===== config.mk =====
export PLATFORM = sky130hd
export DESIGN_NAME = oscc_ctrl
export DESIGN_NICKNAME = d
export VERILOG_FILES = /design/src/hdl/oscc_pkg.sv /design/src/hdl/oscc_ctrl.sv
export SDC_FILE = /design/constraint.sdc
export NUM_CORES = 1
export LEC_CHECK = 0
export BUFFER_PORTS_ARGS = -buffer_cell sky130_fd_sc_hd__buf_2
export CELL_PAD_IN_SITES_DETAIL_PLACEMENT = 1
export CELL_PAD_IN_SITES_GLOBAL_PLACEMENT = 1
export CORE_MARGIN = 4
export CORE_UTILIZATION = 31
export CTS_CLUSTER_DIAMETER = 30
export DETAILED_ROUTE_END_ITERATION = 10
export PLACE_DENSITY_LB_ADDON = 0.1
export SKIP_CTS_REPAIR_TIMING = 1
export SYNTH_ARGS = -nofsm -noshare
export SYNTH_HDL_FRONTEND = slang
export SYNTH_SLANG_ARGS = --single-unit

===== constraint.sdc =====
create_clock -name clk -period 1.7 [get_ports clk]
set_input_delay 0 -clock clk [delete_from_list [all_inputs] [get_ports clk]]
set_output_delay 0 -clock clk [all_outputs]
set_load 0.05 [all_outputs]

===== src/hdl/oscc_pkg.sv =====
/*
 Constants for the oscillator and PLL control block.
 Assumes a single 25 MHz clock and plain control ports.
*/
package oscc_pkg;
    // ------------------------------------------------------------
    // Timing
    // ------------------------------------------------------------
    localparam int unsigned CLK_HZ          = 25_000_000;
    localparam int unsigned PLL_SETTLE_NS   = 30_000;
    localparam int unsigned PLL_SETTLE_CYC  = (PLL_SETTLE_NS * (CLK_HZ / 1_000_000) + 999) / 1000;
    localparam int unsigned PLL_LOCK_CYC    = 16;
    localparam int unsigned SLOW_SYNC_CYC   = 2;
    // ------------------------------------------------------------
    // Field widths and values
    // ------------------------------------------------------------
    localparam int unsigned LOCK_MASK_W     = 6;
    localparam int unsigned CAL_W           = 10;
    localparam logic [31:0] UNLOCK_KEY      = 32'h05A5_A5A6;
    localparam logic [9:0]  CAL_RESET       = 10'h000;
    localparam logic [9:0]  CAL_NOMINAL     = 10'h200;
endpackage : oscc_pkg


===== src/hdl/oscc_ctrl.sv =====
/*
 Oscillator and PLL control: slow RC enable and pin output, PLL enable and lock,
 lock-mask counter, system RC trim, and the write-unlock trigger.
 Assumes software drives the control ports on clk; pll_locked_in and wake_in are
 asynchronous and are synchronised here.
*/
// How it works
// - The slow RC pin output follows the power manager bit while the slow RC is enabled, and drops on the next clk edge after the bit clears.
// - A lock indication may otherwise persist after the PLL is disabled, sending a wrong clock out.
// - A nonzero lock-mask count makes the internal PLL enable glitch on asynchronous wake-up.
// - The system RC trim resets uncalibrated, so the oscillator runs fast near 150 kHz.
// - A write of the key value to any address of the block sets the write-unlock.
`timescale 1ns/1ps
module oscc_ctrl #(
    parameter int unsigned LOCK_MASK_W = oscc_pkg::LOCK_MASK_W,
    parameter int unsigned CAL_W       = oscc_pkg::CAL_W
) (
    input  wire logic                   clk,
    input  wire logic                   rst_n,
    input  wire logic                   wr_en,
    input  wire logic [31:0]            wr_data,
    input  wire logic                   slow_rc_en_req,
    input  wire logic                   slow_rc_pin_output,
    input  wire logic                   pll_en_req,
    input  wire logic [LOCK_MASK_W-1:0] pll_lock_mask_count,
    input  wire logic                   cal_wr,
    input  wire logic [CAL_W-1:0]       cal_data,
    input  wire logic                   wake_in,
    input  wire logic                   pll_locked_in,
    input  wire logic                   unlock_clr,
    output logic                        slow_rc_en_status,
    output logic                        slow_rc_pin,
    output logic                        pll_enable_signal,
    output logic                        pll_lock_flag,
    output logic                        pll_settled,
    output logic [CAL_W-1:0]            system_rc_cal_reg,
    output logic                        unlock
);
    // ------------------------------------------------------------
    // Synchronisers
    // ------------------------------------------------------------
    logic [1:0] slow_sync;
    logic [1:0] lock_sync;
    logic [1:0] wake_sync;
    logic       wake_prev;
    // The enable request is on clk already; its two stages stand for the oscillator's own domain.
    always_ff @(posedge clk or negedge rst_n) begin
        if (!rst_n) begin
            slow_sync <= 2'h0;
        end else begin
            slow_sync <= {slow_sync[0], slow_rc_en_req};
        end
    end

    always_ff @(posedge clk or negedge rst_n) begin
        if (!rst_n) begin
            lock_sync <= 2'h0;
        end else begin
            lock_sync <= {lock_sync[0], pll_locked_in};
        end
    end

    always_ff @(posedge clk or negedge rst_n) begin
        if (!rst_n) begin
            wake_sync <= 2'h0;
        end else begin
            wake_sync <= {wake_sync[0], wake_in};
        end
    end

    // Resets low like the idle wake pin, so no false wake follows reset.
    always_ff @(posedge clk or negedge rst_n) begin
        if (!rst_n) begin
            wake_prev <= 1'b0;
        end else begin
            wake_prev <= wake_sync[1];
        end
    end

    // ------------------------------------------------------------
    // Decode
    // ------------------------------------------------------------
    wire wake_edge   = wake_sync[1] && !wake_prev;
    wire mask_active = pll_lock_mask_count != '0;
    wire key_hit     = wr_en && (wr_data == oscc_pkg::UNLOCK_KEY);
    // A nonzero mask count drops the enable for one cycle at wake-up, as the silicon does.
    wire glitch      = wake_edge && mask_active;
    wire next_pll_en = pll_en_req && !glitch;
    wire pll_rise    = next_pll_en && !pll_enable_signal;
    // Slow RC drives the pin only while both the oscillator and the pin bit are on.
    wire next_pin    = slow_rc_pin_output && slow_sync[1];

    // ------------------------------------------------------------
    // Slow RC and trim
    // ------------------------------------------------------------
    always_ff @(posedge clk or negedge rst_n) begin
        if (!rst_n) begin
            slow_rc_en_status <= 1'b0;
        end else begin
            slow_rc_en_status <= slow_sync[1];
        end
    end

    always_ff @(posedge clk or negedge rst_n) begin
        if (!rst_n) begin
            slow_rc_pin <= 1'b0;
        end else begin
            slow_rc_pin <= next_pin;
        end
    end

    // The trim is not self-calibrating; only software can bring it to nominal.
    always_ff @(posedge clk or negedge rst_n) begin
        if (!rst_n) begin
            system_rc_cal_reg <= oscc_pkg::CAL_RESET[CAL_W-1:0];
        end else if (cal_wr) begin
            system_rc_cal_reg <= cal_data;
        end
    end

    // ------------------------------------------------------------
    // Unlock
    // ------------------------------------------------------------
    always_ff @(posedge clk or negedge rst_n) begin
        if (!rst_n) begin
            unlock <= 1'b0;
        end else if (key_hit) begin
            unlock <= 1'b1;
        end else if (unlock_clr) begin
            unlock <= 1'b0;
        end
    end

    // ------------------------------------------------------------
    // PLL enable, lock and settle timer
    // ------------------------------------------------------------
    localparam int unsigned SETTLE_W = $clog2(oscc_pkg::PLL_SETTLE_CYC + 1);
    localparam int unsigned LOCK_W   = $clog2(oscc_pkg::PLL_LOCK_CYC + 1);
    localparam logic [SETTLE_W-1:0] SETTLE_LOAD = SETTLE_W'(oscc_pkg::PLL_SETTLE_CYC);
    localparam logic [LOCK_W-1:0]   LOCK_DONE   = LOCK_W'(oscc_pkg::PLL_LOCK_CYC);
    logic [SETTLE_W-1:0] settle_cnt;
    logic [LOCK_W-1:0]   lock_cnt;
    // Any disable or fresh enable restarts both the settle and the lock timing.
    wire                restart       = !next_pll_en || pll_rise;
    wire                settle_done   = settle_cnt == '0;
    wire                lock_full     = lock_cnt == LOCK_DONE;
    wire [SETTLE_W-1:0] next_settle   = restart ? SETTLE_LOAD
                                      : (settle_done ? settle_cnt : settle_cnt - 1'b1);
    wire [LOCK_W-1:0]   next_lock_cnt = (restart || !lock_sync[1]) ? '0
                                      : (lock_full ? lock_cnt : lock_cnt + 1'b1);
    wire                next_settled  = !restart && settle_done;
    wire                next_lock     = !restart && lock_sync[1] && lock_full;

    always_ff @(posedge clk or negedge rst_n) begin
        if (!rst_n) begin
            pll_enable_signal <= 1'b0;
        end else begin
            pll_enable_signal <= next_pll_en;
        end
    end

    // Clearing on every disable stops a stale lock from leaking onward.
    always_ff @(posedge clk or negedge rst_n) begin
        if (!rst_n) begin
            pll_lock_flag <= 1'b0;
        end else begin
            pll_lock_flag <= next_lock;
        end
    end

    always_ff @(posedge clk or negedge rst_n) begin
        if (!rst_n) begin
            pll_settled <= 1'b0;
        end else begin
            pll_settled <= next_settled;
        end
    end

    // The settle count holds at zero rather than wrapping, so settled stays up.
    always_ff @(posedge clk or negedge rst_n) begin
        if (!rst_n) begin
            settle_cnt <= '0;
        end else begin
            settle_cnt <= next_settle;
        end
    end

    // A dropout of the raw lock restarts the debounce; a noisy lock never reaches the flag.
    always_ff @(posedge clk or negedge rst_n) begin
        if (!rst_n) begin
            lock_cnt <= '0;
        end else begin
            lock_cnt <= next_lock_cnt;
        end
    end
endmodule : oscc_ctrl


==> metrics.txt, run 1 <==
status=finished with violations; failing checks=hold timing, setup timing; max incr delay on CP=0.50 ns; Skew-Pair Late Insertion Delay=0.28 ns; syn_area_per_cell=12.40 um^2; Synth Register Bits=38; Ys Warns=0; Worst slew margin=67.84%; post-route design area=2516 um^2; Via density=4.688; dominant cell type by area after synthesis=dfrtp_1; area share of the largest cell type after synthesis=58.10%; largest net degree at the start of global routing=39; post-detailed-route count of antenna-violating nets=0; Netlist cell types=37; htree depth=2; Final HPWL DP=3.314 mm; clock-pin slew on the worst setup and hold paths=0.07 ns; Die Area=6506 um^2; worst slew pin tran=0.4824 ns; Crit Path Max Fanout=6; M1 wire length=1.603 mm; placed insts=284; wire length per cell=13.61 um; min Tclk post-route=1.741 ns; ranking of synthesized cells by area=dfrtp_1, mux2_2, xnor2_1; Setup crit end kind=flop; worst r2r path cells=5; Tot GR Track Use=13.37%; Fin Setup TNS=-0.1180 ns; PortBufs=73; placed cell area=2183 um^2; Pwr per Cell Area=764.2 nW/um^2; # DRC=0; diodes inserted=0; Power, Total=1.923 mW; DR WL met2=2.237 mm; final setup violation count=4; Final Hold Viols=1; I/O Pins=74; layout cells sized above 1=50.21%; worst hold stages=3; DR iter-0 viols=59; crit path cell chain=inv_2, ha_4, or4b_4, or4_4, a21boi_2; met3 WL=385 um; final hold slack=-0.01950 ns; Setup CP Type=flop to flop; mapped cell area=1637 um^2; antenna violations before repair=0; worst min-delay path category=primary input to flop; top layer in use=met4; root buf cell=clkbuf_8; Leak=1.181 nW; clk buf depth=2; Inserted Clock Buffers=5; global route overflow=0; area grow syn2layout=53.75%; CTS tree=built; part of the Yosys area used for sequential elements=58.10%; first-pass GRT wire length=6.658 mm; vias in the first global route=1530; total wire length=4.234 mm; Post-Layout Cell Count=311; CP max stage cell=or4b_4; fin worst setup slack=-0.04059 ns; syn nets=193; Final Cycle Share=102.4%; Peak Freq=574.5 MHz; peak supply drop=0.3565 mV; CP required=1.91 ns; Die Span X=80.66 um; Row Count=26; core area=5107 um^2; fill count=573; Slew Limit Fails=0; clock tree sinks=38; Max Clock Skew=0.005123 ns; RSZ-0062 raised after global routing=true; Worst Path Arrival=1.95 ns; First-pass DRT Iterations=3; Setup crit start kind=flop; Starting Density=32.04%; GP Congestion=0.8170; flop2flop setup slack=-0.04 ns; DR vias=1458; layout net count=301; post-synthesis cell count=132; Die H=80.66 um; number of max-cap violations=0
through the flow:
stage	worst slack (ns)	util (%)
3_3_place_gp	-0.05092	42.75
3_5_place_dp	-0.1405	42.75
2_1_floorplan	-0.06787	-
6_report	-0.04059	49.27
5_1_grt	-0.1109	49.27
4_1_cts	-0.1215	44.61
report_power, final:
part	leakage [nW]	internal, mW	switching [mW]
clock network	0.0472	0.326	0.305
logic	0.683	0.142	0.188
registers	0.450	0.943	0.0198
total	1.18	1.41	0.512
final timing paths:
check | to | startpoint
max | settle_cnt[8] | settle_cnt[1]
min reg2reg | wake_sync[1] | wake_sync[0]
min in group asynchronous | lock_cnt[4] | rst_n
min | unlock | wr_data[18]
max reg2reg | settle_cnt[8] | settle_cnt[1]
max in group asynchronous | slow_sync[0] | rst_n
worst max-delay path, delay by kind of cell, from the launching register on:
| family | cells | cell delay, ns |
|---|---|---|
| AOI/OAI and AO/OA | 1 | 0.12 |
| buffers and inverters | 1 | 0.08 |
| adders and majority gates | 1 | 0.13 |
| and+or+nand+nor | 2 | 0.94 |
| DFF | 1 | 0.41 |
cells by family (layout without fill, tap and decap cells):
kind of cell               Yosys count  in the layout  synth area share, %
AOI/OAI and AO/OA                   15             15                6.193
xor gates and xnor gates             5              5                2.676
muxes                               11             11                7.569
and+or+nand+nor                     51             51                21.02
DFF                                 38             38                58.10
adders and majority gates            3              3                2.294
buffers and inverters                9            118                2.140
area by class of cell:
cell class	instances	area, um^2	area share [%]
sequential	38	950.9	37.79
multi-input combinational	85	715.7	28.44
timing repair buffer	104	644.4	25.61
tap	70	87.58	3.481
clock buffer	6	82.58	3.282
inverter	6	22.52	0.8951
clock inverter	2	12.51	0.4973
routing by layer:
metal  track usage, %  vias up
met4            3.041        0
li1                 -      694
met2            24.17       64
met3            5.493        2
met5                0        -
met1            14.46      698
cell usage in the layout, fill, tap and decap left out, types with 2 or more instances in the layout:
| master | synthesis | final |
|---|---|---|
| o21ai_0 | 4 | 3 |
| inv_1 | 6 | 4 |
| dfrtp_1 | 38 | 38 |
| ha_1 | 3 | 2 |
| nor4bb_1 | 3 | 3 |
| nor3_4 | 1 | 2 |
| dlygate4sd3_1 | 0 | 17 |
| nand2_1 | 4 | 4 |
| or3_1 | 2 | 2 |
| or4_4 | 0 | 2 |
| o31ai_1 | 2 | 2 |
| xnor2_1 | 5 | 4 |
| and2_1 | 2 | 2 |
| buf_4 | 0 | 13 |
| o311ai_0 | 2 | 2 |
| nand4_1 | 2 | 2 |
| clkbuf_8 | 0 | 6 |
| nor2b_1 | 2 | 2 |
| and3_1 | 6 | 6 |
| inv_2 | 0 | 2 |
| mux2_2 | 11 | 11 |
| nor4_1 | 3 | 3 |
| buf_2 | 1 | 73 |
| nor2_1 | 6 | 6 |
| nand3_1 | 5 | 4 |
| o211ai_1 | 2 | 2 |
| or4_1 | 4 | 2 |
| nand4bb_1 | 2 | 2 |
synth_stat cells:
library cell / number
clkbuf_1: 2
nor4_1: 3
o21ai_0: 4
or4_1: 4
o211ai_1: 2
nand2b_1: 1
a21oi_1: 1
ha_1: 3
nand2_1: 4
or2b_1: 1
or2_2: 1
or3_1: 2
nor3_2: 1
nand4bb_1: 2
dfrtp_1: 38
nor2_1: 6
xnor2_1: 5
and2_1: 2
buf_2: 1
nand4_1: 2
a21boi_0: 1
a21boi_1: 1
nand3_1: 5
nor3b_1: 2
nor2b_1: 2
and3_1: 6
or4b_1: 1
or3b_2: 1
o22ai_1: 1
mux2_2: 11
o311ai_0: 2
o31ai_1: 2
nor4bb_1: 3
and4bb_2: 1
o21a_1: 1
inv_1: 6
nor3_4: 1
(Power assumes the default switching activity.)
==> run 2: changes to the inputs <==
- REMOVE_ABC_BUFFERS: unset -> 1
==> run 2 against run 1 <==
Effect of this change: sequential share of layout area fell by 0.56 points; highest routed layer unchanged; clock skew rose by 0.0011 ns; largest cell class unchanged; the run ends with setup timing left; flip-flop and latch count did not move.
==> metrics.txt, run 2 (synthesis results as in run 1) <==
clock tree sinks=38; worst r2r src=settle_cnt[1]; Slew Limit Fails=0; pre-CTS setup slack=-0.2447 ns; antenna violations before repair=0; Pwr per Cell Area=874.7 nW/um^2; First-pass DRT Iterations=2; global route overflow=0; DR iter-0 viols=41; Peak Freq=537.7 MHz; Die H=80.66 um; Setup crit start kind=flop; worst hold stages=2; Fin Setup TNS=-0.5136 ns; most common cell after layout, fill and taps aside=buf_2; Leak=1.210 nW; R2R Path End=settle_cnt[8]; worst r2r path cells=5; total wire length=4.579 mm; min Tclk post-route=1.860 ns; Die Span X=80.66 um; RSZ-0062 raised after global routing=true; PortBufs=73; CTS tree=built; number of max-cap violations=0; Via density=4.712; # DRC=0; Die Area=6506 um^2; clk buf depth=2; Inserted Clock Buffers=5; Setup crit end kind=flop; placed cell area=2167 um^2; flop2flop setup slack=-0.16 ns; largest net degree at the start of global routing=39; final core utilization=50.00%; Post-Layout Cell Count=312; area grow syn2layout=56.04%; diodes inserted=0; crit path cell chain=inv_2, ha_4, or4b_4, or4_1, a21boi_1; first-pass GRT wire length=7.203 mm; clock-pin slew on the worst setup and hold paths=0.08 ns; CP required=1.92 ns; CP max stage cell=or4_1; Max Clock Skew=0.006258 ns; DR vias=1470; Worst Path Arrival=2.08 ns; vias in the first global route=1643; root buf cell=clkbuf_8; Skew-Pair Late Insertion Delay=0.29 ns; core area=5107 um^2; max incr delay on CP=0.52 ns; GP Congestion=0.7684; Final Cycle Share=109.4%; Worst slew margin=60.21%; layout cells sized above 1=50.00%; status=finished with violations; final hold slack=0.1498 ns; worst min-delay path category=primary input to flop; sink of the worst hold path=system_rc_cal_reg[5]; Row Count=26; final setup violation count=8; placed insts=284; Starting Density=32.04%; hold path start=cal_wr; Setup CP Type=flop to flop; Tot GR Track Use=14.27%; fin worst setup slack=-0.1596 ns; Crit Path Max Fanout=6; wire length per cell=14.68 um; Final HPWL DP=3.364 mm; Power, Total=2.234 mW; peak supply drop=0.5303 mV; htree depth=2; post-detailed-route count of antenna-violating nets=0; commonest non-fill, non-tap cells in the layout=buf_2, dfrtp_1, dlygate4sd3_1; I/O Pins=74; layout net count=302; post-route design area=2554 um^2; worst slew pin tran=0.5962 ns; Final Hold Viols=0; failing checks=setup timing
-- run 2: power by group --
group / switching, mW / internal [mW]
sequential: 0.0206 / 0.943
combinational: 0.188 / 0.139
clock: 0.317 / 0.626
-- run 2: routing by layer --
| metal | track usage (%) | wire, um | share of wire (%) | up-vias |
|---|---|---|---|---|
| met4 | 2.534 | 21 | 0.46 | 0 |
| met2 | 24.34 | 2408 | 53 | 45 |
| met1 | 16.51 | 1819 | 40 | 730 |
| met3 | 6.614 | 329 | 7.2 | 3 |
| li1 | - | - | - | 692 |
| met5 | 0 | 0 | 0 | - |
-- run 2: layout make-up --
cell class	count	area, um^2
clock buffer	6	82.58
clock inverter	2	60.06
fill	577	2554
inverter	6	22.52
multi-input combinational	85	695.7
sequential	38	950.9
tap	70	87.58
timing repair buffer	105	654.4
-- run 2: worst max-delay path: cells and delay by family (launching register included) --
family / cells / cell delay, ns
buffers and inverters: 1 / 0.09
and+or+nand+nor: 2 / 1.02
DFF: 1 / 0.39
adders and majority gates: 1 / 0.14
AOI/OAI and AO/OA: 1 / 0.16
-- run 2: worst max-delay path by stage --
| stage | start | endpoint | slack [ns] | cells after the start |
|---|---|---|---|---|
| global placement | settle_cnt[1] | settle_cnt[7] | -0.17 | 5 |
| detailed placement | settle_cnt[0] | settle_cnt[2] | -0.24 | 6 |
| finish | settle_cnt[1] | settle_cnt[8] | -0.16 | 5 |
| global route | settle_cnt[0] | settle_cnt[8] | -0.23 | 5 |
| floorplan | settle_cnt[0] | settle_cnt[8] | -0.17 | 5 |
| CTS | settle_cnt[0] | settle_cnt[2] | -0.25 | 6 |
==> run 3: changes to the inputs <==
--- a/config.mk
+++ b/config.mk
@@ -11,3 +11,3 @@
 export CORE_MARGIN = 4
-export CORE_UTILIZATION = 31
+export CORE_UTILIZATION = 35
 export CTS_CLUSTER_DIAMETER = 30
==> constraint.sdc (replaced) <==
create_clock -name clk -period 2 [get_ports clk]
set_input_delay 0.1 -clock clk [delete_from_list [all_inputs] [get_ports clk]]
set_output_delay 0.1 -clock clk [all_outputs]
set_load 0.05 [all_outputs]
==> run 3 against run 2 <==
Effect of this change: clock skew hardly changed; clock-buffer cell count stayed put; the flow now finishes without violations; worst setup slack better by 0.26 ns; sequential power is 15% lower; core utilization is 0.25 points lower; largest cell class unchanged; hold slack worse by 0.10 ns.
==> metrics.txt, run 3 (synthesis results as in run 1) <==
diodes inserted=0; Fin Setup TNS=0 ns; Max Clock Skew=0.006141 ns; clk buf depth=2; Setup crit start kind=flop; fill count=521; Final HPWL DP=3.207 mm; Row Count=24; Die Area=5834 um^2; DR iter-0 viols=30; Worst Path Arrival=2.10 ns; global route overflow=0; final hold slack=0.04945 ns; final setup violation count=0; Pwr per Cell Area=708.5 nW/um^2; Post-Layout Cell Count=267; # DRC=0; placed insts=256; most common cell after layout, fill and taps aside=buf_2; largest net degree at the start of global routing=39; PortBufs=73; Leak=1.059 nW; number of max-cap violations=0; Die Span X=76.38 um; area grow syn2layout=35.09%; Crit Path Max Fanout=7; CP required=2.21 ns; Peak Freq=527.3 MHz; area of the multi-input gates=659.4 um^2; layout net count=277; post-detailed-route count of antenna-violating nets=0; First-pass DRT Iterations=3; layout cells sized above 1=46.05%; commonest non-fill, non-tap cells in the layout=buf_2, dfrtp_1, mux2_2; clock-pin slew on the worst setup and hold paths=0.07 ns; Setup crit end kind=flop; core area=4444 um^2; status=finished, final reports clean; Skew-Pair Late Insertion Delay=0.28 ns; GP Congestion=0.8169; CTS tree=built; Slew Limit Fails=0; clock tree sinks=38; worst min-delay path category=primary input to flop; first-pass GRT wire length=6.969 mm; Die H=76.38 um; antenna violations before repair=0; Starting Density=36.82%; wire length per cell=15.14 um; Reg area=950.9 um^2; peak supply drop=0.3904 mV; Tot GR Track Use=14.88%; DR vias=1357; worst slew pin tran=0.8324 ns; Final Cycle Share=94.82%; vias in the first global route=1569; root buf cell=clkbuf_8; min Tclk post-route=1.896 ns; RSZ-0062 raised after global routing=false; total wire length=4.043 mm; Final Hold Viols=0; Setup CP Type=flop to flop; Via density=5.082; htree depth=2; I/O Pins=74; Worst slew margin=44.51%; Inserted Clock Buffers=5; Power, Total=1.566 mW
run 3: layer usage:
layer	part of all wire [%]	vias up	GRT usage, %
li1	-	644	-
met1	39	667	16.74
met2	52	44	25.04
met3	8.9	2	7.447
met4	0.35	0	3.804
met5	0	-	0
run 3: where the power goes:
| part | switching, mW | leakage (nW) | internal (mW) |
|---|---|---|---|
| registers | 0.0179 | 0.450 | 0.802 |
| logic | 0.150 | 0.566 | 0.0957 |
| clock network | 0.235 | 0.0431 | 0.266 |
run 3: stage by stage:
| stage | instance area [um^2] | worst slack, ns | utilization, % |
|---|---|---|---|
| after floorplan | 1624 | 0.1307 | - |
| after global placement | 2069 | 0.1211 | 46.57 |
| after detailed placement | 2069 | 0.02321 | 46.57 |
| after CTS | 2152 | 0.001086 | 48.42 |
| after global routing | 2211 | 0.02213 | 49.75 |
| final | 2211 | 0.1036 | 49.75 |
run 3: layout make-up:
| class | instances | area share, % |
|---|---|---|
| Multi-Input combinational cell | 85 | 29.82 |
| Inverter | 6 | 1.019 |
| Clock buffer | 6 | 3.735 |
| Timing Repair Buffer | 80 | 19.47 |
| Tap cell | 52 | 2.943 |
| Sequential cell | 38 | 43.01 |
run 3: final timing paths:
| kind | end | slack [ns] | depth (start not counted) | start |
|---|---|---|---|---|
| max in group asynchronous | wake_sync[0] | 1.01 | 2 | rst_n |
| min in group asynchronous | settle_cnt[7] | 0.46 | 2 | rst_n |
| worst min register to register | slow_sync[1] | 0.35 | 0 | slow_sync[0] |
| worst min-delay path | slow_rc_pin | 0.05 | 2 | slow_rc_pin_output |
| worst max register to register | settle_cnt[8] | 0.10 | 5 | settle_cnt[0] |
| worst max-delay path | settle_cnt[8] | 0.10 | 5 | settle_cnt[0] |
run 3: critical path, cell delays in order, from the launching register on:
cell and delay, ns:
dfrtp_1 0.40, inv_1 0.11, ha_1 0.17, or4b_4 0.52
or4_1 0.49, a21boi_1 0.14
